### src/rtl/ldct_map.svh
/*
 * Register offsets, field positions, reset values and prescale counts
 * of the dual counter/timer.
 * Assumes it is included by its bare name before use.
 */
`ifndef LDCT_MAP_SVH
`define LDCT_MAP_SVH

// special-function register offsets
`define LDCT_ADDR_CTRL      8'h88
`define LDCT_ADDR_MODE      8'h89
`define LDCT_ADDR_TL0       8'h8a
`define LDCT_ADDR_TL1       8'h8b
`define LDCT_ADDR_TH0       8'h8c
`define LDCT_ADDR_TH1       8'h8d
`define LDCT_ADDR_CLK       8'h8e

// timer_control_status fields
`define LDCT_TF1            7
`define LDCT_TR1            6
`define LDCT_TF0            5
`define LDCT_TR0            4
`define LDCT_IE1            3
`define LDCT_IT1            2
`define LDCT_IE0            1
`define LDCT_IT0            0

// timer_mode_register fields
`define LDCT_SECOND_GATE_BIT          7
`define LDCT_CT1            6
`define LDCT_MD1_HI         5
`define LDCT_MD1_LO         4
`define LDCT_FIRST_GATE_BIT          3
`define LDCT_CT0            2
`define LDCT_MD0_HI         1
`define LDCT_MD0_LO         0

// clock_select_register fields
`define LDCT_T1M            3
`define LDCT_T0M            2
`define LDCT_SCA_HI         1
`define LDCT_SCA_LO         0

// reset values
`define LDCT_RST_BYTE       8'h00

// prescale divisors, in system clocks or external clock edges
`define LDCT_DIV12          6'h0c
`define LDCT_DIV4           6'h04
`define LDCT_DIV48          6'h30
`define LDCT_EXT_LAST       3'h7

`endif

### src/rtl/ldct_pkg.sv
/*
 * Types shared by the dual counter/timer modules.
 * Assumes nothing beyond a SystemVerilog compiler.
 */
`default_nettype none

package ldct_pkg;

	// two-bit mode field encodings
	typedef enum logic [1:0] {
		LDCT_MODE13  = 2'b00,
		LDCT_MODE16  = 2'b01,
		LDCT_MODE8AR = 2'b10,
		LDCT_MODE3   = 2'b11
	} ldct_mode_t;

	// whole register state of the timer block
	typedef struct packed {
		logic [7:0] ctrl;
		logic [7:0] mode;
		logic [7:0] clk;
		logic [7:0] tl0;
		logic [7:0] th0;
		logic [7:0] tl1;
		logic [7:0] th1;
		logic [5:0] pre_cnt;
		logic [2:0] ext_cnt;
		logic [7:0] rdata;
		logic       ovf1_pulse;
	} ldct_state_t;

	// state of the pin synchroniser
	typedef struct packed {
		logic [4:0] s1;
		logic [4:0] s2;
		logic [4:0] s3;
	} ldct_sync_t;

endpackage : ldct_pkg

`default_nettype wire

### src/rtl/ldct_sync.sv
/*
 * Two-flop synchroniser with edge detection for the timer pins.
 * Assumes asynchronous pin levels held for two or more system clocks.
 */
`default_nettype none

module ldct_sync #(
	parameter int WIDTH = 5
) (
	// clock and reset
	input  wire logic             clock,
	input  wire logic             rst_n,
	input  wire logic             ce,
	// pins
	input  wire logic [WIDTH-1:0] din,
	// synchronised view
	output logic      [WIDTH-1:0] level,
	output logic      [WIDTH-1:0] rise,
	output logic      [WIDTH-1:0] fall
);

	ldct_pkg::ldct_sync_t st;

	// s1 feeds only s2; edges come from s2 against s3
	always_ff @(posedge clock)
	begin
		if (!rst_n)
			st <= '0;
		else if (ce)
			st <= '{s1: din[4:0], s2: st.s1, s3: st.s2};
	end

	// compare successive synchronised samples
	assign level = st.s2;
	assign rise  = st.s2 & ~st.s3;
	assign fall  = st.s3 & ~st.s2;

endmodule : ldct_sync

`default_nettype wire

### src/rtl/ldct_top.sv
/*
 * Two legacy 13/16/8-bit counter/timers with shared control register,
 * prescaler and external interrupt flags, on the special-function bus.
 * Assumes the processor core supplies vector acknowledges, the enable
 * and polarity bits, and single-cycle read and write strobes.
 */
// Notes on behaviour
// - counter function counts each falling edge on the event pin
// - event edges up to a quarter of system clock are counted
// - 13-bit mode: high byte top eight bits, low byte bits 4..0
// - 13-bit wrap to zero sets overflow flag, may raise interrupt
// - count select picks pin edges, else system or prescaled clock
// - outside split, counts only when run set and gate off or input active
// - setting run never clears or reloads the count
// - second timer mirrors first with its own bits and input b
// - 16-bit mode uses full byte pair, wrap sets overflow flag
// - 8-bit reload: low byte counts, wrap reloads from high byte
// - split mode: first low byte is its own 8-bit counter/timer
// - split: first high byte timer-only, second run bit and flag
// - split: second timer no events, no flag, still pulses out
// - second timer stops in mode 3, runs in 0..2 during split
// - overflow flag set by hardware, cleared by write or vector
// - ext flag: edge sticky until clear, level follows the input
// - type bit 0 means level trigger, 1 means edge trigger
// - timer request reaches core only with its enable bit set
// - mode field: 13-bit, 16-bit, 8-bit reload, split/inactive
// - prescale: divide by 12, 4, 48, or external clock by 8
// - mode register: second timer bits 7..4, first bits 3..0
// - clock select: second at bit 3, first at bit 2
`default_nettype none
`include "ldct_map.svh"

module ldct_top (
	// clock and reset
	input  wire logic       clock,
	input  wire logic       rst_n,
	input  wire logic       ce,
	// special-function register port
	input  wire logic [7:0] sfr_addr,
	input  wire logic       sfr_wr,
	input  wire logic       sfr_rd,
	input  wire logic [7:0] sfr_wdata,
	output logic      [7:0] sfr_rdata,
	// pins
	input  wire logic       first_event_pin,
	input  wire logic       second_event_pin,
	input  wire logic       ext_irq_a_input,
	input  wire logic       ext_irq_b_input,
	input  wire logic       ext_clk_in,
	// configuration held by the core
	input  wire logic       ext_irq_a_polarity,
	input  wire logic       ext_irq_b_polarity,
	input  wire logic       first_timer_irq_enable,
	input  wire logic       second_timer_irq_enable,
	// vector acknowledges from the core
	input  wire logic       first_timer_vector,
	input  wire logic       second_timer_vector,
	input  wire logic       ext_irq_a_vector,
	input  wire logic       ext_irq_b_vector,
	// requests and overflow pulse
	output logic            first_timer_irq,
	output logic            second_timer_irq,
	output logic            ext_irq_a_flag,
	output logic            ext_irq_b_flag,
	output logic            second_overflow_pulse
);

	ldct_pkg::ldct_state_t st;
	ldct_pkg::ldct_state_t nxt;

	logic [4:0]  pin_lvl;
	logic [4:0]  pin_rise;
	logic [4:0]  pin_fall;
	logic        a_active;
	logic        b_active;
	logic        a_edge;
	logic        b_edge;
	logic        pre_ext;
	logic [5:0]  pre_div;
	logic        pre_tick;
	logic        split;
	logic [1:0]  md0;
	logic [1:0]  md1;
	logic        inc0;
	logic        inc1;
	logic        inc_h;
	logic [16:0] step0;
	logic [16:0] step1;
	logic        ovf0;
	logic        ovf1;
	logic        ovf_h;
	logic        wr_ctrl;

	// one step of a timer: returns {overflow, high, low}
	function automatic logic [16:0] ldct_step(
		input logic [1:0] md,
		input logic [7:0] tl,
		input logic [7:0] th,
		input logic       inc
	);
		logic [12:0] c13;
		logic [15:0] c16;
		logic [7:0]  c8;
		c13 = {th, tl[4:0]} + 13'h0001;
		c16 = {th, tl} + 16'h0001;
		c8  = tl + 8'h01;
		if (!inc)
			ldct_step = {1'b0, th, tl};
		else
			case (md)
				// upper low-byte bits are left alone
				ldct_pkg::LDCT_MODE13:
					ldct_step = {&{th, tl[4:0]}, c13[12:5],
						tl[7:5], c13[4:0]};
				ldct_pkg::LDCT_MODE16:
					ldct_step = {&{th, tl}, c16};
				ldct_pkg::LDCT_MODE8AR:
					ldct_step = (&tl) ? {1'b1, th, th}
						: {1'b0, th, c8};
				default:
					ldct_step = {&tl, th, c8};
			endcase
	endfunction : ldct_step

	// all pins pass the two-flop synchroniser first
	ldct_sync #(
		.WIDTH (5)
	) u_sync (
		.clock (clock),
		.rst_n (rst_n),
		.ce    (ce),
		.din   ({ext_clk_in, ext_irq_b_input, ext_irq_a_input,
			second_event_pin, first_event_pin}),
		.level (pin_lvl),
		.rise  (pin_rise),
		.fall  (pin_fall)
	);

	// interrupt inputs at their configured polarity
	assign a_active = ext_irq_a_polarity ? pin_lvl[2] : ~pin_lvl[2];
	assign b_active = ext_irq_b_polarity ? pin_lvl[3] : ~pin_lvl[3];
	assign a_edge   = ext_irq_a_polarity ? pin_rise[2] : pin_fall[2];
	assign b_edge   = ext_irq_b_polarity ? pin_rise[3] : pin_fall[3];

	// shared prescaler; >= recovers if the field shrinks mid-count
	assign pre_ext = (st.clk[`LDCT_SCA_HI:`LDCT_SCA_LO] == 2'b11);
	assign pre_div = (st.clk[`LDCT_SCA_HI:`LDCT_SCA_LO] == 2'b00)
		? `LDCT_DIV12
		: (st.clk[`LDCT_SCA_LO] ? `LDCT_DIV4 : `LDCT_DIV48);
	assign pre_tick = pre_ext
		? (pin_rise[4] && st.ext_cnt == `LDCT_EXT_LAST)
		: (st.pre_cnt >= pre_div - 6'h01);

	// mode decode
	assign md0   = st.mode[`LDCT_MD0_HI:`LDCT_MD0_LO];
	assign md1   = st.mode[`LDCT_MD1_HI:`LDCT_MD1_LO];
	assign split = (md0 == ldct_pkg::LDCT_MODE3);

	// first timer enable and source
	assign inc0 = st.ctrl[`LDCT_TR0]
		& (~st.mode[`LDCT_FIRST_GATE_BIT] | a_active)
		& (st.mode[`LDCT_CT0] ? pin_fall[0]
			: (st.clk[`LDCT_T0M] | pre_tick));

	// split high byte: timer only, under the second run bit
	assign inc_h = split & st.ctrl[`LDCT_TR1]
		& (st.clk[`LDCT_T0M] | pre_tick);

	// second timer; during split its run follows the mode
	assign inc1 = (split | st.ctrl[`LDCT_TR1])
		& (~st.mode[`LDCT_SECOND_GATE_BIT] | b_active)
		& (md1 != ldct_pkg::LDCT_MODE3)
		& ((st.mode[`LDCT_CT1] & ~split) ? pin_fall[1]
			: (st.clk[`LDCT_T1M] | pre_tick));

	assign step0 = ldct_step(md0, st.tl0, st.th0, inc0);
	assign step1 = ldct_step(md1, st.tl1, st.th1, inc1);
	assign ovf0  = step0[16];
	assign ovf1  = step1[16];
	assign ovf_h = inc_h & (&st.th0);
	assign wr_ctrl = sfr_wr && sfr_addr == `LDCT_ADDR_CTRL;

	// next-state: counting, then software writes, then flags
	always_comb
	begin
		nxt = st;
		// prescaler counters
		if (pre_ext)
		begin
			nxt.pre_cnt = 6'h00;
			if (pin_rise[4])
				nxt.ext_cnt = st.ext_cnt + 3'h1;
		end
		else
		begin
			nxt.ext_cnt = 3'h0;
			nxt.pre_cnt = pre_tick ? 6'h00 : st.pre_cnt + 6'h01;
		end
		// counters; run bit alone never touches the count
		nxt.tl0 = step0[7:0];
		nxt.th0 = split ? st.th0 + {7'h00, inc_h} : step0[15:8];
		nxt.tl1 = step1[7:0];
		nxt.th1 = step1[15:8];
		nxt.ovf1_pulse = ovf1;
		// a software write wins over a count in the same cycle
		if (sfr_wr)
			case (sfr_addr)
				`LDCT_ADDR_MODE: nxt.mode = sfr_wdata;
				`LDCT_ADDR_CLK:  nxt.clk  = sfr_wdata;
				`LDCT_ADDR_TL0:  nxt.tl0  = sfr_wdata;
				`LDCT_ADDR_TH0:  nxt.th0  = sfr_wdata;
				`LDCT_ADDR_TL1:  nxt.tl1  = sfr_wdata;
				`LDCT_ADDR_TH1:  nxt.th1  = sfr_wdata;
				default:         nxt.mode = st.mode;
			endcase
		// control register: write, then vector clears, then sets
		if (wr_ctrl)
			nxt.ctrl = sfr_wdata;
		if (first_timer_vector)
			nxt.ctrl[`LDCT_TF0] = 1'b0;
		if (second_timer_vector)
			nxt.ctrl[`LDCT_TF1] = 1'b0;
		if (ext_irq_a_vector && st.ctrl[`LDCT_IT0])
			nxt.ctrl[`LDCT_IE0] = 1'b0;
		if (ext_irq_b_vector && st.ctrl[`LDCT_IT1])
			nxt.ctrl[`LDCT_IE1] = 1'b0;
		// hardware sets come last so they win
		if (ovf0)
			nxt.ctrl[`LDCT_TF0] = 1'b1;
		if (split ? ovf_h : ovf1)
			nxt.ctrl[`LDCT_TF1] = 1'b1;
		// edge type sticky, level type follows input
		if (st.ctrl[`LDCT_IT0])
			nxt.ctrl[`LDCT_IE0] = nxt.ctrl[`LDCT_IE0] | a_edge;
		else
			nxt.ctrl[`LDCT_IE0] = a_active;
		if (st.ctrl[`LDCT_IT1])
			nxt.ctrl[`LDCT_IE1] = nxt.ctrl[`LDCT_IE1] | b_edge;
		else
			nxt.ctrl[`LDCT_IE1] = b_active;
		// registered read data; unmapped offsets read zero
		if (sfr_rd)
			case (sfr_addr)
				`LDCT_ADDR_CTRL: nxt.rdata = st.ctrl;
				`LDCT_ADDR_MODE: nxt.rdata = st.mode;
				`LDCT_ADDR_CLK:  nxt.rdata = st.clk;
				`LDCT_ADDR_TL0:  nxt.rdata = st.tl0;
				`LDCT_ADDR_TH0:  nxt.rdata = st.th0;
				`LDCT_ADDR_TL1:  nxt.rdata = st.tl1;
				`LDCT_ADDR_TH1:  nxt.rdata = st.th1;
				default:         nxt.rdata = 8'h00;
			endcase
	end

	// single state register, frozen while ce is low
	always_ff @(posedge clock)
	begin
		if (!rst_n)
			st <= '0;
		else if (ce)
			st <= nxt;
	end

	// outputs; requests gated by the core's enable bits
	assign sfr_rdata             = st.rdata;
	assign first_timer_irq       = st.ctrl[`LDCT_TF0] & first_timer_irq_enable;
	assign second_timer_irq      = st.ctrl[`LDCT_TF1]
		& second_timer_irq_enable;
	assign ext_irq_a_flag        = st.ctrl[`LDCT_IE0];
	assign ext_irq_b_flag        = st.ctrl[`LDCT_IE1];
	assign second_overflow_pulse = st.ovf1_pulse;

	// overflow always lands in the flag
	first_flag_set_a: assert property (
		@(posedge clock) disable iff (!rst_n)
		ce && ovf0 |=> st.ctrl[`LDCT_TF0])
		else $error("first overflow did not set its flag");

	// a clear written in the overflow cycle loses
	set_beats_clear_a: assert property (
		@(posedge clock) disable iff (!rst_n)
		ce && ovf0 && wr_ctrl && !sfr_wdata[`LDCT_TF0]
		|=> st.ctrl[`LDCT_TF0])
		else $error("software clear beat hardware set");

	// request follows a rising flag only when enabled
	irq_gate_a: assert property (
		@(posedge clock) disable iff (!rst_n)
		$rose(st.ctrl[`LDCT_TF0]) && !first_timer_irq_enable
		|-> !first_timer_irq)
		else $error("timer request passed without enable");

	// stopped timer keeps its value
	run_hold_a: assert property (
		@(posedge clock) disable iff (!rst_n)
		ce && !st.ctrl[`LDCT_TR0] && !split && !sfr_wr
		|=> st.tl0 == $past(st.tl0) && st.th0 == $past(st.th0))
		else $error("first timer moved while stopped");

	// 8-bit wrap reloads from the high byte
	reload_a: assert property (
		@(posedge clock) disable iff (!rst_n)
		ce && md0 == 2'b10 && inc0 && st.tl0 == 8'hff && !sfr_wr
		|=> st.tl0 == $past(st.th0) && st.th0 == $past(st.th0)
			&& st.ctrl[`LDCT_TF0])
		else $error("auto-reload did not reload");

	// each falling pin edge adds one in 16-bit counter mode
	event_count_a: assert property (
		@(posedge clock) disable iff (!rst_n)
		ce && md0 == 2'b01 && st.mode[`LDCT_CT0] && st.ctrl[`LDCT_TR0]
			&& !st.mode[`LDCT_FIRST_GATE_BIT] && pin_fall[0] && !sfr_wr
		|=> {st.th0, st.tl0} == $past({st.th0, st.tl0}) + 16'h0001)
		else $error("event edge not counted");

	// second timer in mode 3 is frozen
	mode3_stop_a: assert property (
		@(posedge clock) disable iff (!rst_n)
		ce && md1 == 2'b11 && !sfr_wr
		|=> st.tl1 == $past(st.tl1) && st.th1 == $past(st.th1)
			&& !st.ovf1_pulse)
		else $error("second timer counted in mode 3");

	// level type flag mirrors the active input
	level_flag_a: assert property (
		@(posedge clock) disable iff (!rst_n)
		ce && !st.ctrl[`LDCT_IT0] |=> ext_irq_a_flag == $past(a_active))
		else $error("level flag does not follow input");

	// split: second timer overflow leaves its flag alone
	split_noflag_a: assert property (
		@(posedge clock) disable iff (!rst_n)
		ce && split && ovf1 && !ovf_h && !st.ctrl[`LDCT_TF1] && !wr_ctrl
		|=> !st.ctrl[`LDCT_TF1] && second_overflow_pulse)
		else $error("split mode second overflow misbehaved");

endmodule : ldct_top

`default_nettype wire

### config.mk
export PLATFORM = sky130hd
export DESIGN_NAME = ldct_top
export DESIGN_NICKNAME = d
export VERILOG_FILES = /design/src/rtl/ldct_pkg.sv /design/src/rtl/ldct_sync.sv /design/src/rtl/ldct_top.sv
export VERILOG_INCLUDE_DIRS = /design/src /design/src/rtl
export SDC_FILE = /design/constraint.sdc
export NUM_CORES = 1
export LEC_CHECK = 0
export ABC_AREA = 1
export BUFFER_PORTS_ARGS = -buffer_cell sky130_fd_sc_hd__buf_4
export CORE_ASPECT_RATIO = 0.6
export CORE_MARGIN = 4
export CORE_UTILIZATION = 50
export CTS_BUF_LIST = sky130_fd_sc_hd__clkbuf_16
export DETAILED_ROUTE_END_ITERATION = 6
export PLACE_DENSITY_LB_ADDON = 0.3
export SLEW_MARGIN = 20
export SYNTH_ARGS = -nofsm -noshare
export SYNTH_HDL_FRONTEND = slang
export SYNTH_SLANG_ARGS = --single-unit
### constraint.sdc
create_clock -name clock -period 3 [get_ports clock]
set_input_delay 0.9 -clock clock [delete_from_list [all_inputs] [get_ports clock]]
set_output_delay 0.9 -clock clock [all_outputs]
set_load 0.01 [all_outputs]
==> impl_metrics.env, run 1 <==
export IMPL_setup_viol=0
export IMPL_vias_per_cell=5.925
export IMPL_clockRootBuffer="clkbuf_16"
export IMPL_crit_arrival_ns=3.04
export IMPL_htree_levels=3
export IMPL_highest_layer="met4"
export IMPL_status="finished, final reports clean"
export IMPL_gp_congestion=1.061
export IMPL_synthSimpleGateAreaFrac_pct=32.37
export IMPL_fin_util_pct=58.19
export IMPL_synth_area_per_cell_um2=5.984
export IMPL_async_reset_ff_share_pct=0
export IMPL_yosysWarnings=0
export IMPL_worstSetupPathType="flip-flop to flip-flop"
export IMPL_dp_hpwl_um=17780
export IMPL_ys_top_cells_by_area="dfxtp_1 (28%), nand2_1 (16%), a21oi_1 (12%)"
export IMPL_dpl_instance_area_um2=6848
export IMPL_boundaryPins=47
export IMPL_cts_tree="built"
export IMPL_first_pass_iters=6
export IMPL_wl_met3_um=4179
export IMPL_combinationalPowerShare_pct=8.3
export IMPL_num_vias=7513
export IMPL_hp_class="flip-flop to flip-flop"
export IMPL_cp_max_fo=4
export IMPL_yosysSeqAreaShare_pct=27.75
export IMPL_seq_power_share_pct=46.7
export IMPL_synth_ff_type="dfxtp_1"
export IMPL_yosys_area_top_type_share_pct=27.75
export IMPL_globalRouteOverflowTotal=0
export IMPL_cts_num_sinks=89
export IMPL_clock_skew_ns=0.01058
export IMPL_clkPwrFrac_pct=44.9
export IMPL_start_kind="flip-flop"
export IMPL_syn_to_final_growth_pct=11.42
export IMPL_drc=0
export IMPL_tightest_slew_ns=0.6424
export IMPL_initial_utilization_pct=52.22
export IMPL_yosysTopAreaCell="dfxtp_1"
export IMPL_clk_path_buf_depth=2
export IMPL_netlist_area_um2=6421
export IMPL_antenna_cells=0
export IMPL_drive_gt1_share_pct=9.429
export IMPL_synth_edff_count=0
export IMPL_port_buffers=46
export IMPL_ant_nets=0
export IMPL_wl_met1_um=10600
export IMPL_ys_ff_latch=89
export IMPL_final_common_cell="nand2_1"
export IMPL_rsz0062_at_grt="no"
export IMPL_finalCriticalPeriod_ns=2.768
export IMPL_final_max_slew_violation_count=0
export IMPL_clock_latency_ns=0.35
export IMPL_p_switching_mw=0.6894
export IMPL_drt_iter0_drc=1143
export IMPL_synth_compound_area_share_pct=25.12
export IMPL_wire_per_inst_um=18.43
export IMPL_gr_usage_all_layers_pct=31.47
export IMPL_max_freq_mhz=361.2
export IMPL_die_h_um=95.78
export IMPL_final_cell_mix="nand2_1 (274), a21oi_1 (153), inv_1 (119)"
export IMPL_grt_max_degree=56
export IMPL_routed_wl_um=23370
export IMPL_dr_wl_met2_um=8383
export IMPL_maxCapViolCount=0
export IMPL_n_fill_cell=1207
export IMPL_leakage_nw=3.022
export IMPL_muxShareOfSynthArea_pct=0
export IMPL_p_int_mw=1.932
export IMPL_cts_clk_slew_worst_paths_ns=0.07
export IMPL_antenna_found_initial=0
export IMPL_die_area_um2=14780
export IMPL_synth_cell_types=38
export IMPL_postSynthCellCount=1073
export IMPL_p_sw_share_pct=26.30
export IMPL_numCtsBuffers=9
export IMPL_fin_area_um2=7154
export IMPL_nets=1145
export IMPL_post_route_period_util_pct=92.28
export IMPL_postCtsHoldBufs=0
export IMPL_grt_pass1_wl_um=36430
export IMPL_end_kind="flip-flop"
export IMPL_die_x_um=154.3
export IMPL_grt_pass1_vias=6362
export IMPL_synth_top_family_by_area="simple AND/OR/NAND/NOR gates"
export IMPL_placeableCoreArea_um2=12300
export IMPL_slew_limit_headroom_pct=57.01
export IMPL_finalSetupTns_ns=0
export IMPL_syn_nets=1120
export IMPL_synthAdderAreaFrac_pct=2.533
export IMPL_synth_xor_area_share_pct=1.228
export IMPL_peakVddDrop_mv=0.2503
export IMPL_critPathRequiredTime_ns=3.27
export IMPL_num_rows=31
export IMPL_power_density_nw_per_um2=366.4
export IMPL_hold_violations=0
cell usage after synthesis, types with 2 or more instances:
| library cell | number |
|---|---|
| nand2_1 | 274 |
| a21oi_1 | 154 |
| inv_1 | 119 |
| nor2_1 | 92 |
| dfxtp_1 | 89 |
| o21ai_0 | 88 |
| nand3_1 | 69 |
| o22ai_1 | 28 |
| clkbuf_1 | 23 |
| nand4_1 | 17 |
| ha_1 | 13 |
| o211ai_1 | 12 |
| buf_4 | 11 |
| nor3_1 | 11 |
| o21ai_1 | 11 |
| buf_2 | 10 |
| xor2_1 | 8 |
| nand2_2 | 7 |
| nor2_2 | 5 |
| a31oi_1 | 3 |
| clkbuf_2 | 3 |
| inv_2 | 3 |
| nand3_2 | 3 |
| nor3_2 | 3 |
| nor2_4 | 2 |
| nor4_1 | 2 |
| o21bai_1 | 2 |
sequential cells by signal, indices dropped and copies added (netlist names):
signal and count:
md0 2, ext_irq_a_flag 1, sfr_rdata 8, u_sync.st 10, second_overflow_pulse 1, u_sync.level 5
md1 2, ext_irq_b_flag 1, st 59
power by group through the flow:
stage | clock (mW) | combinational, mW | sequential [mW]
floorplan | 0 | 0.118 | 1.25
global placement | 0 | 0.208 | 1.25
detailed placement | 0 | 0.210 | 1.25
CTS | 1.19 | 0.212 | 1.22
global route | 1.24 | 0.240 | 1.23
finish | 1.18 | 0.218 | 1.23
path summary, 6_finish.rpt:
path              slack [ns]  depth (start not counted)     end    from
setup / recovery        0.23                         19  st[41]  st[50]
hold / removal          0.46                          1   st[9]   st[9]
setup reg to reg        0.23                         19  st[41]  st[50]
hold reg to reg         0.46                          1   st[9]   st[9]
stage by stage:
stage / total power, mW / hold slack, ns / std cells / worst slack (ns)
3_5_place_dp: 1.462 / 0.4461 / 1252 / 0.2131
5_1_grt: 2.711 / 0.4867 / 1268 / 0.0009930
2_1_floorplan: 1.364 / 0.4289 / 1073 / 0.6782
6_report: 2.622 / 0.4630 / 1268 / 0.2317
4_1_cts: 2.626 / 0.4591 / 1268 / 0.1869
3_3_place_gp: 1.459 / 0.4440 / 1252 / 0.3536
repair_timing:
action,4_1_cts,5_1_grt
setup buffers,0,0
resized for setup,0,1
endpoints found under the setup margin,0,2
endpoints found under the hold margin,0,0
cell type report:
type                    instances  area, um^2  area share [%]
well taps                     165       206.4           2.886
inverters                     122       457.9           6.401
clock inverters                 7       77.57           1.084
clock buffers                   9       225.2           3.148
repair buffers                 62       465.4           6.506
multi-input cells             814        3940           55.07
flip-flops and latches         89        1782           24.90
kinds of logic (layout without fill, tap and decap cells):
logic type / count (synthesis) / count (layout)
and+or+nand+nor: 487 / 487
AOI/OAI and AO/OA: 304 / 304
buffers and inverters: 170 / 200
DFF: 89 / 89
adders and majority gates: 13 / 13
xor gates and xnor gates: 9 / 9
other: 1 / 1
worst max-delay path, cell delays in order (launching register included):
cell      delay, ns
dfxtp_1        0.33
inv_1          0.11
nand2_1        0.10
ha_1           0.28
nand3_1        0.07
nand3_1        0.07
nand2_1        0.05
nand2_1        0.10
nand2_2        0.11
a21oi_2        0.22
ha_1           0.17
nand2_1        0.09
nor2_1         0.27
nand2_1        0.14
a21oi_1        0.14
o21ai_0        0.09
nand2_1        0.07
o21bai_1       0.10
nand2_1        0.07
a21oi_1        0.11
routing by layer:
metal | GRT usage (%) | vias to the layer above
met2 | 39.51 | 491
met1 | 47.48 | 3381
met3 | 15.86 | 19
li1 | - | 3622
met4 | 4.555 | 0
met5 | 0 | -
Power figures use the tool's default switching activity.
==> inputs of run 2 (changes only) <==
--- a/config.mk
+++ b/config.mk
@@ -8,9 +8,10 @@
 export LEC_CHECK = 0
 export ABC_AREA = 1
 export BUFFER_PORTS_ARGS = -buffer_cell sky130_fd_sc_hd__buf_4
+export CAP_MARGIN = 5
 export CORE_ASPECT_RATIO = 0.6
 export CORE_MARGIN = 4
-export CORE_UTILIZATION = 50
+export CORE_UTILIZATION = 42
 export CTS_BUF_LIST = sky130_fd_sc_hd__clkbuf_16
 export DETAILED_ROUTE_END_ITERATION = 6
 export PLACE_DENSITY_LB_ADDON = 0.3
==> impl_metrics.env, run 2 (synthesis results as in run 1) <==
export IMPL_crit_arrival_ns=2.96
export IMPL_clkPwrFrac_pct=45.0
export IMPL_die_x_um=167.6
export IMPL_antenna_cells=0
export IMPL_hold_violations=0
export IMPL_cts_num_sinks=89
export IMPL_largest_register_ffs=59
export IMPL_maxCapViolCount=0
export IMPL_gr_usage_all_layers_pct=26.32
export IMPL_vias_per_cell=5.762
export IMPL_hp_class="flip-flop to flip-flop"
export IMPL_worst_slack_ns=0.3310
export IMPL_nets=1146
export IMPL_tightest_slew_ns=0.6941
export IMPL_syn_to_final_growth_pct=12.63
export IMPL_routed_wl_um=23720
export IMPL_cts_setup_buffers=0
export IMPL_clockRootBuffer="clkbuf_16"
export IMPL_grt_pass1_wl_um=36420
export IMPL_cpPeakStageDelay_ns=0.33
export IMPL_worstSetupPathType="flip-flop to flip-flop"
export IMPL_leakage_nw=3.044
export IMPL_cts_resized_gates=0
export IMPL_post_place_ws_ns=0.3083
export IMPL_critPathRequiredTime_ns=3.29
export IMPL_post_route_period_util_pct=88.97
export IMPL_hp_start="st[9]"
export IMPL_boundaryPins=47
export IMPL_fin_area_um2=7232
export IMPL_die_area_um2=17400
export IMPL_rsz0062_at_grt="no"
export IMPL_placeableCoreArea_um2=14720
export IMPL_final_cell_mix="nand2_1 (274), a21oi_1 (153), inv_1 (118)"
export IMPL_start_kind="flip-flop"
export IMPL_globalRouteOverflowTotal=0
export IMPL_cts_tree="built"
export IMPL_p_sw_share_pct=28.81
export IMPL_n_fill_cell=1544
export IMPL_dp_hpwl_um=17950
export IMPL_peakVddDrop_mv=0.2405
export IMPL_clock_skew_ns=0.01233
export IMPL_first_pass_iters=7
export IMPL_setup_viol=0
export IMPL_max_freq_mhz=374.7
export IMPL_reg2reg_from="st[50]"
export IMPL_cp_slowest_cell="dfxtp_1"
export IMPL_postCtsHoldBufs=0
export IMPL_port_buffers=46
export IMPL_drive_gt1_share_pct=9.601
export IMPL_num_vias=7502
export IMPL_crit_chain="inv_1 > nand2_1 > ha_1 > nand3_1 > nand3_1 > nand2_1 > nand2_1 > nand2_2 > a21oi_2 > ha_1 > nand2_1 > nor2_1 > nand2_1 > a21oi_1 > o21ai_0 > nand2_1 > o21bai_1 > nand2_1 > a21oi_1"
export IMPL_cts_clk_slew_worst_paths_ns=0.08
export IMPL_timing_reg2reg_setup_slack_ns=0.33
export IMPL_final_common_cell="nand2_1"
export IMPL_clk_path_buf_depth=2
export IMPL_largest_register="st"
export IMPL_crit_path_frequent_cell="nand2_1"
export IMPL_clock_latency_ns=0.36
export IMPL_num_rows=34
export IMPL_critPathLaunch="st[50]"
export IMPL_drc=0
export IMPL_p_int_mw=1.874
export IMPL_p_switching_mw=0.7584
export IMPL_gp_congestion=1.043
export IMPL_combinationalPowerShare_pct=8.5
export IMPL_finalSetupTns_ns=0
export IMPL_grt_max_degree=83
export IMPL_cp_max_fo=4
export IMPL_wire_per_inst_um=18.22
export IMPL_end_kind="flip-flop"
export IMPL_status="finished, final reports clean"
export IMPL_final_max_slew_violation_count=0
export IMPL_antenna_found_initial=0
export IMPL_htree_levels=3
export IMPL_grt_pass1_vias=6434
export IMPL_initial_utilization_pct=43.62
export IMPL_dpl_instance_area_um2=6922
export IMPL_die_h_um=103.8
export IMPL_numCtsBuffers=9
export IMPL_ant_nets=0
export IMPL_finalCriticalPeriod_ns=2.669
export IMPL_power_density_nw_per_um2=364.0
export IMPL_slew_limit_headroom_pct=53.37
export IMPL_seq_power_share_pct=46.5
export IMPL_drt_iter0_drc=1033
[run 2: worst max-delay path, delay by kind of cell, from the launching register on]
family / cells / cell delay [ns]
AOI/OAI and AO/OA: 5 / 0.65
DFF: 1 / 0.33
adders and majority gates: 2 / 0.44
buffers and inverters: 1 / 0.10
and+or+nand+nor: 11 / 1.09
[run 2: final timing paths]
| path | end | depth (start not counted) |
|---|---|---|
| worst min register to register | st[9] | 1 |
| worst max-delay path | st[41] | 19 |
| worst max register to register | st[41] | 19 |
| worst min-delay path | st[9] | 1 |
[run 2: per-stage QoR]
step / hold WS (ns) / total power, mW / instances / utilization, %
final: 0.4609 / 2.633 / 1302 / 49.13
after global routing: 0.4743 / 2.715 / 1302 / 49.13
after CTS: 0.4585 / 2.640 / 1302 / 49.11
after detailed placement: 0.4482 / 1.468 / 1286 / 47.02
after global placement: 0.4435 / 1.467 / 1286 / 47.02
after floorplan: 0.4289 / 1.364 / 1073 / -
[run 2: cell type report]
type	instances	area [um^2]	area share [%]
Timing Repair Buffer	63	498.0	6.886
Inverter	122	457.9	6.332
Multi-Input combinational cell	814	3940	54.48
Sequential cell	89	1782	24.64
Clock buffer	9	225.2	3.114
Clock inverter	7	81.33	1.125
Tap cell	198	247.7	3.426
[run 2: per-layer routing]
metal  part of all wire (%)  GRT usage [%]
met1                     47          41.33
met2                     35          31.74
met3                     17          12.33
met4                   0.80          4.111
met5                   0.24          2.609
[run 2: power groups by stage]
| stage | registers, mW | clock network, mW | logic (mW) |
|---|---|---|---|
| global placement | 1.25 | 0 | 0.216 |
| CTS | 1.22 | 1.20 | 0.218 |
| floorplan | 1.25 | 0 | 0.118 |
| finish | 1.22 | 1.19 | 0.224 |
| detailed placement | 1.25 | 0 | 0.217 |
| global route | 1.23 | 1.24 | 0.245 |
==> inputs of run 3 (changes only) <==
--- a/config.mk
+++ b/config.mk
@@ -14,7 +14,7 @@
 export CORE_UTILIZATION = 42
 export CTS_BUF_LIST = sky130_fd_sc_hd__clkbuf_16
 export DETAILED_ROUTE_END_ITERATION = 6
-export PLACE_DENSITY_LB_ADDON = 0.3
+export RECOVER_POWER = 50
 export SLEW_MARGIN = 20
 export SYNTH_ARGS = -nofsm -noshare
 export SYNTH_HDL_FRONTEND = slang
==> impl_metrics.env, run 3 (synthesis results as in run 1) <==
export IMPL_status="finished, final reports clean"
export IMPL_gr_usage_all_layers_pct=27.01
export IMPL_wire_per_inst_um=18.29
export IMPL_antenna_cells=0
export IMPL_boundaryPins=47
export IMPL_largest_register="st"
export IMPL_hold_violations=0
export IMPL_first_pass_iters=6
export IMPL_setup_viol=0
export IMPL_finalPower_mw=2.560
export IMPL_finalSetupTns_ns=0
export IMPL_htree_levels=3
export IMPL_hp_start="st[57]"
export IMPL_syn_to_final_growth_pct=11.42
export IMPL_vias_per_cell=5.715
export IMPL_worst_slack_ns=0.3776
export IMPL_cpPeakStageDelay_ns=0.33
export IMPL_worstSetupPathType="flip-flop to flip-flop"
export IMPL_critPathRequiredTime_ns=3.28
export IMPL_clock_skew_ns=0.01504
export IMPL_start_kind="flip-flop"
export IMPL_routed_wl_um=23850
export IMPL_antenna_found_initial=0
export IMPL_crit_chain="inv_1 > nand2_1 > ha_1 > nand3_1 > nand3_1 > nand2_1 > nand2_1 > nand2_2 > a21oi_2 > ha_1 > nand2_1 > nor2_2 > nand2_1 > a21oi_1 > o21ai_0 > nand2_1 > o21bai_1 > nand2_1 > a21oi_1"
export IMPL_peakVddDrop_mv=0.2521
export IMPL_reg2reg_from="st[50]"
export IMPL_grt_pass1_wl_um=37690
export IMPL_fin_area_um2=7154
export IMPL_drc=0
export IMPL_post_route_period_util_pct=87.41
export IMPL_max_freq_mhz=381.3
export IMPL_cp_slowest_cell="dfxtp_1"
export IMPL_tightest_slew_ns=0.9145
export IMPL_final_cells=1304
export IMPL_crit_arrival_ns=2.90
export IMPL_dp_hpwl_um=18330
export IMPL_die_h_um=103.8
export IMPL_port_buffers=46
export IMPL_numCtsBuffers=9
export IMPL_clk_path_buf_depth=2
export IMPL_clockRootBuffer="clkbuf_16"
export IMPL_reg2reg_depth=19
export IMPL_rsz0062_at_grt="no"
export IMPL_holdPathEnd="st[57]"
export IMPL_timing_reg2reg_setup_slack_ns=0.38
export IMPL_finalCriticalPeriod_ns=2.622
export IMPL_slew_limit_headroom_pct=39.03
export IMPL_cts_num_sinks=89
export IMPL_largest_register_ffs=59
export IMPL_clock_latency_ns=0.35
export IMPL_power_density_nw_per_um2=357.9
export IMPL_grt_max_degree=83
export IMPL_num_rows=34
export IMPL_placed_cells=1288
export IMPL_cts_tree="built"
export IMPL_final_cell_mix="nand2_1 (274), a21oi_1 (153), inv_1 (120)"
export IMPL_crit_family="simple AND/OR/NAND/NOR gates"
export IMPL_cp_max_fo=4
export IMPL_dpl_instance_area_um2=6937
export IMPL_globalRouteOverflowTotal=0
export IMPL_drt_iter0_drc=1150
export IMPL_leakage_nw=2.976
export IMPL_ant_nets=0
export IMPL_gp_congestion=0.9921
export IMPL_nets=1148
export IMPL_placeableCoreArea_um2=14720
export IMPL_maxCapViolCount=0
export IMPL_initial_utilization_pct=43.62
export IMPL_hp_class="flip-flop to flip-flop"
export IMPL_reg2reg_to="st[41]"
export IMPL_final_common_cell="nand2_1"
export IMPL_drive_gt1_share_pct=8.228
export IMPL_fin_util_pct=48.61
export IMPL_whs_path_depth=2
export IMPL_end_kind="flip-flop"
export IMPL_timing_critical_path_buf_inv=1
export IMPL_timing_hold_ws_ns=0.4615
export IMPL_num_vias=7452
export IMPL_post_place_ws_ns=0.2538
export IMPL_grt_pass1_vias=6488
export IMPL_die_area_um2=17400
export IMPL_die_x_um=167.6
export IMPL_cts_clk_slew_worst_paths_ns=0.08
export IMPL_final_max_slew_violation_count=0
export IMPL_crit_path_frequent_cell="nand2_1"
-- run 3: cell count changes in the layout (fill, tap and decap cells not counted), sizes merged --
cell	change
clkinv	-3
inv	+3
buf	-17
clkbuf	+19
-- run 3: layout make-up --
type	instances	area, um^2
Multi-Input combinational cell	814	3943
Tap cell	198	247.7
Fill cell	1659	7565
Inverter	122	457.9
Clock inverter	7	58.81
Sequential cell	89	1782
Clock buffer	9	225.2
Timing Repair Buffer	65	440.4
-- run 3: timing repair --
item	CTS	global route
setup endpoints to repair	0	2
setup buffers	0	0
resized for setup	0	2
hold buffers	0	0
-- run 3: how the worst max path moves through the flow --
stage | end | cells past startpoint | start | slack [ns]
2_1_floorplan | st[41] | 18 | st[50] | 0.68
3_3_place_gp | st[41] | 19 | st[50] | 0.32
3_5_place_dp | st[41] | 19 | st[50] | 0.25
4_1_cts | st[41] | 19 | st[50] | 0.22
5_1_grt | st[41] | 19 | st[50] | 0.01
6_report | st[41] | 19 | st[50] | 0.38
-- run 3: power by group --
part / internal, mW / switching, mW
Clock: 0.579 / 0.536
Sequential: 1.20 / 0.0218
Combinational: 0.0720 / 0.147
-- run 3: worst register-to-register path, delay by kind of cell (launching register included) --
| kind | cells | cell delay [ns] |
|---|---|---|
| AOI/OAI and AO/OA | 5 | 0.66 |
| adders and majority gates | 2 | 0.44 |
| buffers and inverters | 1 | 0.10 |
| DFF | 1 | 0.33 |
| and+or+nand+nor | 11 | 1.03 |
-- run 3: per-layer routing --
layer  wire length (um)  vias to the layer above  share of wire, %  track usage [%]
met5                 70                        -              0.29            3.188
met1              11810                     3376                50            44.25
met4                197                        2              0.83            3.243
met2               8631                      409                36            33.67
li1                   -                     3636                 -                -
met3               3139                       29                13            8.755
